<file path="config.mk">
export PLATFORM = sky130hd
export DESIGN_NAME = rflcr_top
export DESIGN_NICKNAME = d
export VERILOG_FILES = /design/src/hw/rflcr_dummy_unused.sv /design/src/hw/rflcr_pkg.sv /design/src/hw/rflcr_wake_if.sv /design/src/hw/rflcr_wake_timer.sv /design/src/hw/rflcr_top.sv
export SDC_FILE = /design/constraint.sdc
export NUM_CORES = 2
export LEC_CHECK = 0
export ABC_AREA = 1
export BUFFER_PORTS_ARGS = -buffer_cell sky130_fd_sc_hd__buf_4
export CELL_PAD_IN_SITES_DETAIL_PLACEMENT = 1
export CELL_PAD_IN_SITES_GLOBAL_PLACEMENT = 2
export CORE_ASPECT_RATIO = 1.4
export CORE_MARGIN = 2
export CORE_UTILIZATION = 38
export CTS_CLUSTER_DIAMETER = 40
export CTS_CLUSTER_SIZE = 12
export DETAILED_ROUTE_END_ITERATION = 10
export GPL_TIMING_DRIVEN = 0
export PLACE_DENSITY_LB_ADDON = 0.1
export SYNTH_ARGS = -nofsm -noshare
export SYNTH_HDL_FRONTEND = slang
export SYNTH_HIERARCHICAL = 1
export SYNTH_SLANG_ARGS = --single-unit
</file>
<file path="constraint.sdc">
create_clock -name clk_in -period 9.7 [get_ports clk_in]
set_input_delay 0.97 -clock clk_in [delete_from_list [all_inputs] [get_ports clk_in]]
set_output_delay 0.97 -clock clk_in [all_outputs]
set_load 0.05 [all_outputs]
</file>
<file path="src/hw/rflcr_dummy_unused.sv">
`timescale 1ns/1ps
`default_nettype none
`default_nettype wire

</file>
<file path="src/hw/rflcr_pkg.sv">
package rflcr_pkg;
  // =====================================================================
  // register map, 7-bit byte addresses, word at the even address
  localparam logic [6:0] ADDR_PAGE    = 7'h00;
  localparam logic [6:0] ADDR_GW_CP   = 7'h08;
  localparam logic [6:0] ADDR_GW_TEST = 7'h10;
  localparam logic [6:0] ADDR_S_CP    = 7'h58;
  localparam logic [6:0] ADDR_S_OPT   = 7'h5c;
  localparam logic [6:0] ADDR_S_INT   = 7'h5e;
  localparam logic [6:0] ADDR_S_BASE  = 7'h60;
  // =====================================================================
  // reset values
  localparam logic [15:0] RST_CP   = 16'h0008;
  localparam logic [15:0] RST_TEST = 16'h0000;
  localparam logic [15:0] RST_OPT  = 16'h0000;
  localparam logic [15:0] RST_INT  = 16'h0fa0;
  localparam logic [15:0] RST_BASE = 16'h0001;
  localparam logic [2:0]  RST_PAGE = 3'h0;
  // =====================================================================
  // field layout; unused bits read as zero through these masks
  localparam int          CH_LSB    = 8;
  localparam int          CH_W      = 6;
  localparam int          PWR_W     = 5;
  localparam int          BIT_CW    = 11;
  localparam int          BIT_HOPC  = 10;
  localparam int          BIT_HOPEN = 6;
  localparam int          BIT_ALARM = 1;
  localparam logic [15:0] MASK_CP   = 16'h3f1f;
  localparam logic [15:0] MASK_OPT  = 16'h0c42;
  localparam logic [15:0] MASK_TEST = 16'h0c00;
  localparam logic [15:0] MASK_BASE = 16'h0003;
  localparam logic [2:0]  PAGE_MAX  = 3'h6;
  localparam int          NUM_SENS  = 6;
  localparam logic [4:0]  FRAME_BITS = 5'h10;
  // =====================================================================
  // time bases of one interval count, clock 25 MHz
  localparam longint CLK_HZ      = 25000000;
  localparam longint BASE0_PS    = 30520000;
  localparam longint BASE1_US    = 488;
  localparam longint BASE2_DIV   = 128;
  localparam longint BASE3_S     = 1;
  localparam longint BASE0_CYC   = BASE0_PS * CLK_HZ / 64'd1000000000000;
  localparam longint BASE1_CYC   = BASE1_US * CLK_HZ / 64'd1000000;
  localparam longint BASE2_CYC   = CLK_HZ / BASE2_DIV;
  localparam longint BASE3_CYC   = BASE3_S * CLK_HZ;
  localparam int     BASE_CNT_W  = 25;
endpackage

</file>
<file path="src/hw/rflcr_wake_if.sv">
`timescale 1ns/1ps
`default_nettype none
interface rflcr_wake_if;
  logic [15:0] interval;
  logic [1:0]  scale;
  logic        wake;
  modport ctrl  (output interval, output scale, input wake);
  modport timer (input interval, input scale, output wake);
endinterface
`default_nettype wire

</file>
<file path="src/hw/rflcr_wake_timer.sv">
`timescale 1ns/1ps
`default_nettype none
module rflcr_wake_timer #(
  parameter logic [24:0] BASE0 = 25'd763,
  parameter logic [24:0] BASE1 = 25'd12200,
  parameter logic [24:0] BASE2 = 25'd195312,
  parameter logic [24:0] BASE3 = 25'd25000000
) (
  input  wire logic    clk_in,
  input  wire logic    reset_in,
  rflcr_wake_if.timer  wk
);
  logic [24:0] base_cnt;
  logic [24:0] base_len;
  logic [15:0] int_cnt;
  logic [15:0] int_len;
  logic        tick;

  // =====================================================================
  // time base select and interval length
  always_comb
  begin
    case (wk.scale)
      2'h0:    base_len = BASE0;
      2'h1:    base_len = BASE1;
      2'h2:    base_len = BASE2;
      default: base_len = BASE3;
    endcase
  end
  // a zero interval would never expire; it is treated as one count
  assign int_len = (wk.interval == 16'h0000) ? 16'h0001 : wk.interval;
  assign tick    = (base_cnt >= base_len - 25'd1);

  // =====================================================================
  // period = interval count times time base
  always_ff @(posedge clk_in or posedge reset_in)
  begin
    if (reset_in)
      base_cnt <= 25'd0;
    else if (tick)
      base_cnt <= 25'd0;
    else
      base_cnt <= base_cnt + 25'd1;
  end

  always_ff @(posedge clk_in or posedge reset_in)
  begin
    if (reset_in)
    begin
      int_cnt <= 16'h0000;
      wk.wake <= 1'b0;
    end
    else
    begin
      wk.wake <= 1'b0;
      if (tick)
      begin
        if (int_cnt >= int_len - 16'h0001)
        begin
          int_cnt <= 16'h0000;
          wk.wake <= 1'b1;
        end
        else
          int_cnt <= int_cnt + 16'h0001;
      end
    end
  end
endmodule
`default_nettype wire

</file>
<file path="src/hw/rflcr_top.sv">
// Overview of operation
// - channel field bits 13:8, code 0 is 902.5 MHz, 0.5 MHz steps, 51 codes
// - power field bits 4:0, code 0 is -15.5 dBm, 1.7 dBm steps
// - each of six sensor pages holds its own channel and power register
// - sensor option bit 11 requests continuous single-channel transmission
// - sensor option bit 6 enables hopping; bit 10 continuous hopping
// - sensor option bit 1 restricts reporting to alarms only
// - wake-up period is interval count times selected time base
// - time base code picks 30.52 us, 0.488 ms, 1/128 s or 1 s
// - each expiry of the wake-up period triggers a sensor update cycle
// - test bit 11 gives gateway continuous carrier, bit 10 hopping
`timescale 1ns/1ps
`default_nettype none
module rflcr_top #(
  parameter logic [24:0] BASE1_CYCLES = 25'(rflcr_pkg::BASE1_CYC),
  parameter logic [24:0] BASE2_CYCLES = 25'(rflcr_pkg::BASE2_CYC),
  parameter logic [24:0] BASE3_CYCLES = 25'(rflcr_pkg::BASE3_CYC)
) (
  input  wire logic       clk_in,
  input  wire logic       reset_in,
  input  wire logic       spi_sclk_in,
  input  wire logic       spi_cs_n_in,
  input  wire logic       spi_din_in,
  output logic            spi_dout_out,
  output logic [5:0]      gateway_channel_out,
  output logic [4:0]      gateway_power_out,
  output logic            gateway_cw_out,
  output logic            gateway_hop_cont_out,
  output logic [5:0]      sensor_cw_out,
  output logic [5:0]      sensor_hop_cont_out,
  output logic [5:0]      sensor_hop_en_out,
  output logic [5:0]      sensor_alarm_only_out,
  output logic [5:0]      sensor_wake_out
);
  logic [2:0]  sclk_s;
  logic [2:0]  cs_n_s;
  logic [1:0]  din_s;
  logic [15:0] rx_shift;
  logic [4:0]  bit_cnt;
  logic [15:0] tx_shift;
  logic [6:0]  rd_addr;
  logic [2:0]  page;
  logic [15:0] gw_cp;
  logic [15:0] gw_test;
  logic [15:0] s_cp   [0:5];
  logic [15:0] s_opt  [0:5];
  logic [15:0] s_int  [0:5];
  logic [15:0] s_base [0:5];
  logic [15:0] rd_data;
  logic        sclk_rise;
  logic        sclk_fall;
  logic        frame_start;
  logic        frame_end;
  logic        wr_en;
  logic [6:0]  wr_addr;
  logic [7:0]  wr_byte;

  // merge one written byte into a register word at the odd/even lane
  function automatic logic [15:0] merge(input logic [15:0] old,
                                        input logic [7:0] b,
                                        input logic hi);
    merge = hi ? {b, old[7:0]} : {old[15:8], b};
  endfunction

  // register hit: word address match in either byte lane; the page is not checked
  function automatic logic hit(input logic [6:0] a, input logic [6:0] r);
    hit = ({a[6:1], 1'b0} == r);
  endfunction

  // =====================================================================
  // pin synchronisers; stage 0 feeds only stage 1
  always_ff @(posedge clk_in or posedge reset_in)
  begin
    if (reset_in)
    begin
      sclk_s <= 3'h7;
      cs_n_s <= 3'h7;
      din_s  <= 2'h0;
    end
    else
    begin
      sclk_s <= {sclk_s[1:0], spi_sclk_in};
      cs_n_s <= {cs_n_s[1:0], spi_cs_n_in};
      din_s  <= {din_s[0], spi_din_in};
    end
  end

  assign sclk_rise   = sclk_s[1] & ~sclk_s[2] & ~cs_n_s[1];
  assign sclk_fall   = ~sclk_s[1] & sclk_s[2] & ~cs_n_s[1];
  assign frame_start = cs_n_s[2] & ~cs_n_s[1];
  assign frame_end   = ~cs_n_s[2] & cs_n_s[1];
  // short frames are dropped whole, so a glitch on select writes nothing
  assign wr_en   = frame_end & (bit_cnt == rflcr_pkg::FRAME_BITS)
                   & rx_shift[15];
  assign wr_addr = rx_shift[14:8];
  assign wr_byte = rx_shift[7:0];

  // =====================================================================
  // frame receive: write frames store a byte, read frames set the address
  always_ff @(posedge clk_in or posedge reset_in)
  begin
    if (reset_in)
    begin
      rx_shift <= 16'h0000;
      bit_cnt  <= 5'h00;
      rd_addr  <= 7'h00;
    end
    else
    begin
      if (frame_start)
        bit_cnt <= 5'h00;
      else if (sclk_rise && bit_cnt != rflcr_pkg::FRAME_BITS)
      begin
        rx_shift <= {rx_shift[14:0], din_s[1]};
        bit_cnt  <= bit_cnt + 5'h01;
      end
      if (frame_end && bit_cnt == rflcr_pkg::FRAME_BITS && !rx_shift[15])
        rd_addr <= rx_shift[14:8];
    end
  end

  // =====================================================================
  // transmit: the word addressed by the previous read frame
  always_ff @(posedge clk_in or posedge reset_in)
  begin
    if (reset_in)
    begin
      tx_shift     <= 16'h0000;
      spi_dout_out <= 1'b0;
    end
    else if (frame_start)
    begin
      tx_shift     <= {rd_data[14:0], 1'b0};
      spi_dout_out <= rd_data[15];
    end
    else if (sclk_fall)
    begin
      tx_shift     <= {tx_shift[14:0], 1'b0};
      spi_dout_out <= tx_shift[15];
    end
  end

  // =====================================================================
  // register file
  always_ff @(posedge clk_in or posedge reset_in)
  begin
    if (reset_in)
    begin
      page    <= rflcr_pkg::RST_PAGE;
      gw_cp   <= rflcr_pkg::RST_CP;
      gw_test <= rflcr_pkg::RST_TEST;
      for (int i = 0; i < rflcr_pkg::NUM_SENS; i++)
      begin
        s_cp[i]   <= rflcr_pkg::RST_CP;
        s_opt[i]  <= rflcr_pkg::RST_OPT;
        s_int[i]  <= rflcr_pkg::RST_INT;
        s_base[i] <= rflcr_pkg::RST_BASE;
      end
    end
    else if (wr_en)
    begin
      if (hit(wr_addr, rflcr_pkg::ADDR_PAGE) && !wr_addr[0]
          && wr_byte <= {5'h00, rflcr_pkg::PAGE_MAX})
        page <= wr_byte[2:0];
      else if (page == 3'h0)
      begin
        if (hit(wr_addr, rflcr_pkg::ADDR_GW_CP))
          gw_cp <= merge(gw_cp, wr_byte, wr_addr[0]);
        if (hit(wr_addr, rflcr_pkg::ADDR_GW_TEST))
          gw_test <= merge(gw_test, wr_byte, wr_addr[0]);
      end
      else
      begin
        if (hit(wr_addr, rflcr_pkg::ADDR_S_CP))
          s_cp[page - 3'h1] <= merge(s_cp[page - 3'h1], wr_byte,
                                     wr_addr[0]);
        if (hit(wr_addr, rflcr_pkg::ADDR_S_OPT))
          s_opt[page - 3'h1] <= merge(s_opt[page - 3'h1], wr_byte,
                                      wr_addr[0]);
        if (hit(wr_addr, rflcr_pkg::ADDR_S_INT))
          s_int[page - 3'h1] <= merge(s_int[page - 3'h1], wr_byte,
                                      wr_addr[0]);
        if (hit(wr_addr, rflcr_pkg::ADDR_S_BASE))
          s_base[page - 3'h1] <= merge(s_base[page - 3'h1], wr_byte,
                                       wr_addr[0]);
      end
    end
  end

  // =====================================================================
  // read mux; unused bits and unmapped addresses read as zero
  always_comb
  begin
    rd_data = 16'h0000;
    if (hit(rd_addr, rflcr_pkg::ADDR_PAGE))
      rd_data = {13'h0000, page};
    else if (page == 3'h0)
    begin
      if (hit(rd_addr, rflcr_pkg::ADDR_GW_CP))
        rd_data = gw_cp & rflcr_pkg::MASK_CP;
      else if (hit(rd_addr, rflcr_pkg::ADDR_GW_TEST))
        rd_data = gw_test & rflcr_pkg::MASK_TEST;
    end
    else
    begin
      if (hit(rd_addr, rflcr_pkg::ADDR_S_CP))
        rd_data = s_cp[page - 3'h1] & rflcr_pkg::MASK_CP;
      else if (hit(rd_addr, rflcr_pkg::ADDR_S_OPT))
        rd_data = s_opt[page - 3'h1] & rflcr_pkg::MASK_OPT;
      else if (hit(rd_addr, rflcr_pkg::ADDR_S_INT))
        rd_data = s_int[page - 3'h1];
      else if (hit(rd_addr, rflcr_pkg::ADDR_S_BASE))
        rd_data = s_base[page - 3'h1] & rflcr_pkg::MASK_BASE;
    end
  end

  // =====================================================================
  // control outputs, taken straight from register bits; wake outputs from the timers
  assign gateway_channel_out  =
    gw_cp[rflcr_pkg::CH_LSB +: rflcr_pkg::CH_W];
  assign gateway_power_out    = gw_cp[rflcr_pkg::PWR_W-1:0];
  assign gateway_cw_out       = gw_test[rflcr_pkg::BIT_CW];
  assign gateway_hop_cont_out = gw_test[rflcr_pkg::BIT_HOPC];

  rflcr_wake_if wk [0:5] ();

  generate
    for (genvar g = 0; g < rflcr_pkg::NUM_SENS; g++)
    begin : g_sens
      assign sensor_cw_out[g]         = s_opt[g][rflcr_pkg::BIT_CW];
      assign sensor_hop_cont_out[g]   = s_opt[g][rflcr_pkg::BIT_HOPC];
      assign sensor_hop_en_out[g]     = s_opt[g][rflcr_pkg::BIT_HOPEN];
      assign sensor_alarm_only_out[g] = s_opt[g][rflcr_pkg::BIT_ALARM];
      assign wk[g].interval           = s_int[g];
      assign wk[g].scale              = s_base[g][1:0];
      assign sensor_wake_out[g]       = wk[g].wake;
      rflcr_wake_timer #(
        .BASE0 (25'(rflcr_pkg::BASE0_CYC)),
        .BASE1 (BASE1_CYCLES),
        .BASE2 (BASE2_CYCLES),
        .BASE3 (BASE3_CYCLES)
      ) u_timer (
        .clk_in   (clk_in),
        .reset_in (reset_in),
        .wk       (wk[g])
      );
    end
  endgenerate
endmodule
`default_nettype wire

</file>
==> results.py <==
metrics = {
    "sta": {
        "worstMarginPinSlew_ns": 1.37,
        "maxSlewHeadroom_pct": 7.99,
        "setup_violations": 0,
        "timing.final.crit_share_pct": 45.3,
        "hold_violations": 0,
        "period_minus_slack_ns": 4.40,
        "rsz0062_at_grt": "no",
        "report.final.slew_viol_count": 0,
        "clock_skew_ns": 0.0461,
        "max_freq_mhz": 227,
        "layout_setup_ws_ns": 5.30,
    },
    "cts": {
        "clk_pin_slew_ns": 0.05,
        "cts_root_buf": "clkbuf_16",
        "numClockSinks": 517,
        "cts-htree-levels": 3,
        "numCtsBuffers": 100,
        "post_cts_buffers": 0,
        "cts_tree": "yes",
        "clock_path_buffers": 3,
        "post_cts_resized": 0,
        "clk_latency_ns": 0.69,
        "ctsHoldBuffers": 0,
    },
    "route": {
        "avgRoutedWirePerCell_um": 18.9,
        "vias": 33000,
        "drc": 0,
        "dr.pass1.iters": 5,
        "first_iter_violations": 1571,
        "vias_per_cell": 5.12,
        "drt_wl_total_mm": 122,
        "detail-route-antenna-nets": 0,
    },
    "logic_synthesis": {
        "yosys_warnings": 6,
        "avgSynthCellArea_um2": 7.24,
        "synth_area_leader_cell": "dfrtp_1",
        "synth_top_area_share_pct": 32.0,
        "synthTopCellsByArea": "dfrtp_1, nand2_1, ha_1, nor2_1, xor2_1",
        "syn_nets": 5302,
        "ys_seq_elements": 517,
        "ys.flop_type": "dfrtp_1",
        "synth_edf_count": 0,
        "ys_types": 51,
        "synthArstFlopShare_pct": 100,
        "netlist_area_um2": 36200,
        "ys_seq_area_share_pct": 36.0,
        "synthCells": 4999,
    },
    "worst_setup_path": {
        "start_kind": "flop",
        "r2r_slack_ns": 5.30,
        "rr_endpoint": "wk[1].interval[6]$_DFFE_PP0P_",
        "cp_max_fo": 11,
        "required_ns": 10.24,
        "setup.worst_path.class": "reg -> reg",
        "reg2reg_from": "page[0]$_DFFE_PP0P_",
        "critPathCaptureType": "flop",
        "arrival_ns": 4.93,
        "reg2reg_depth": 15,
    },
    "floorplanning": {
        "io_pins": 49,
        "die_w_um": 265,
        "core_um2": 94200,
        "dieArea_um2": 97700,
        "initial_core_util_pct": 38.4,
        "rows": 133,
        "die_h_um": 369,
    },
    "global_route": {
        "grt_max_degree": 102,
        "grt_pass1_wl_mm": 195,
        "track_usage_pct": 25.4,
        "antenna_found_initial": 0,
        "overflow": 0,
        "first_global_vias": 34900,
    },
    "min_path": {
        "min_to": "din_s[1]$_DFF_PP0_",
        "hp-class": "reg -> reg",
        "min_from": "din_s[0]$_DFF_PP0_",
        "hold_path_depth": 0,
    },
    "layout": {
        "diodes": 0,
        "finalNonFillerCells": 6461,
        "drive_above_1_share_pct": 10.0,
        "multi_input_area_um2": 20800,
        "n_fill_cell": 11900,
        "area_growth_pct": 15.4,
        "nets": 5466,
        "final_common_cell": "nand2_1",
        "seq_area_um2": 13000,
        "layout_common_cells": "nand2_1, nor2_1, dfrtp_1, inv_1, ha_1",
    },
    "place": {
        "hpwl_mm": 94.2,
        "dp_slack_ns": 5.45,
        "gp_congestion": 0.860,
        "dpl.cell_count": 6276,
        "io_buffers": 48,
    },
    "power_and_ir_drop": {
        "cellInternalPower_uw": 4510,
        "powerDensity_nw_per_um2": 144,
        "pwr-share-clk_pct": 60.1,
        "p_sw_share_pct": 25.1,
        "irDropWorstVdd_uv": 127,
        "seqPwrFrac_pct": 36.4,
        "power_leakage_uw": 0.0208,
        "p_comb_share_pct": 3.5,
        "switchingPower_uw": 1510,
    },
    "job": {
        "maxCapViolCount": 0,
    },
    "run_status": {
        "status": "completed",
    },
}
-- worst max-delay path by stage --
stage / depth (start not counted) / start / endpoint / slack, ns
global route: 15 / page[0]$_DFFE_PP0P_ / wk[3].interval[13]$_DFFE_PP0P_ / 5.12
CTS: 15 / page[0]$_DFFE_PP0P_ / wk[1].interval[6]$_DFFE_PP0P_ / 5.35
floorplan: 1 / reset_in / bit_cnt[0]$_DFFE_PP0P_ / 1.52
detailed placement: 15 / page[0]$_DFFE_PP0P_ / wk[3].interval[6]$_DFFE_PP0P_ / 5.45
finish: 15 / page[0]$_DFFE_PP0P_ / wk[1].interval[6]$_DFFE_PP0P_ / 5.30
global placement: 2 / reset_in / wk[3].interval[4]$_DFFE_PP0P_ / -2.42
-- critical path, cell delays in order (launching register included) --
cell and delay (ns):
dfrtp_1 0.40, buf_2 0.17, inv_2 0.12, buf_2 0.31, buf_2 0.38, ha_1 0.38
inv_1 0.11, buf_2 0.26, clkbuf_1 0.57, a21oi_1 0.11, o21ai_0 0.44, nand3_1 0.20
nand2_1 0.10, nand2_1 0.41, nand2_1 0.21, nand2_1 0.06
-- sequential cells by signal (all words and copies together), names as in the netlist --
signal,cells
wk.interval,96
rd_addr,6
din_s,2
page,3
s_cp,66
gw_cp,11
rx_shift,16
sclk_s,3
sensor_hop_cont_out,6
g_sens.u_timer/wk.wake,6
spi_dout_out,1
sensor_alarm_only_out,6
cs_n_s,3
g_sens.u_timer/base_cnt,150
sensor_cw_out,6
s_base,12
tx_shift,15
sensor_hop_en_out,6
bit_cnt,5
g_sens.u_timer/int_cnt,96
gw_test,2
-- power by group through the flow --
stage / Combinational (uW) / Sequential, uW / Clock [uW]
3_5_place_dp: 215 / 2230 / 0
4_1_cts: 216 / 2190 / 3700
3_3_place_gp: 198 / 2230 / 0
5_1_grt: 228 / 2190 / 3790
2_1_floorplan: 104 / 2220 / 0
6_report: 212 / 2190 / 3620
-- stage by stage --
stage | instance area, um2 | util (%) | total power (uW) | setup TNS, ns | hold slack (ns)
after detailed placement | 38300 | 40.7 | 2440 | 0 | 0.336
final | 41800 | 44.3 | 6020 | 0 | 0.345
after global placement | 38100 | 40.4 | 2430 | -498.22 | 0.333
after global routing | 41800 | 44.3 | 6210 | 0 | 0.351
after floorplan | 36200 | - | 2330 | 0 | 0.331
after CTS | 41800 | 44.3 | 6110 | 0 | 0.330
-- final cells by class --
class	instances	area share, %
clock buffer	115	6.23
sequential	517	31.1
buffer	128	1.92
tap	1215	3.64
multi-input combinational	3942	49.9
clock inverter	70	2.06
inverter	412	3.73
timing repair buffer	62	1.41
-- synth_stat cells, types with 22 or more instances --
cell      number
nand2_1     1728
nor2_1       665
dfrtp_1      462
inv_1        383
ha_1         298
nand3_1      238
o21ai_0      173
xor2_1       173
nand4_1      164
a21oi_1      123
xnor2_1       99
nor3_1        98
dfstp_2       55
buf_2         50
nor2_2        32
clkbuf_1      29
buf_6         25
inv_2         23
nor3_2        22
-- cell families after synthesis --
kind of cell | count (synthesis) | synth area share [%]
XOR/XNOR | 272 | 6.59
flip-flops | 517 | 36.0
adder cells (fa/ha/maj) | 298 | 10.3
buffers and inverters | 540 | 6.50
other | 6 | 0.0623
AND/OR/NAND/NOR | 3021 | 35.5
AO/OA/AOI/OAI | 345 | 5.14
-- metal layers --
metal | up-vias | GRT usage, % | share of wire [%]
met4 | 0 | 10.4 | 3.9
met1 | 16100 | 28.7 | 41
li1 | 16400 | - | -
met5 | - | 0 | 0
met3 | 209 | 2.72 | 2.6
met2 | 381 | 48.0 | 53
Note: power is estimated with default switching activity, not from simulation.
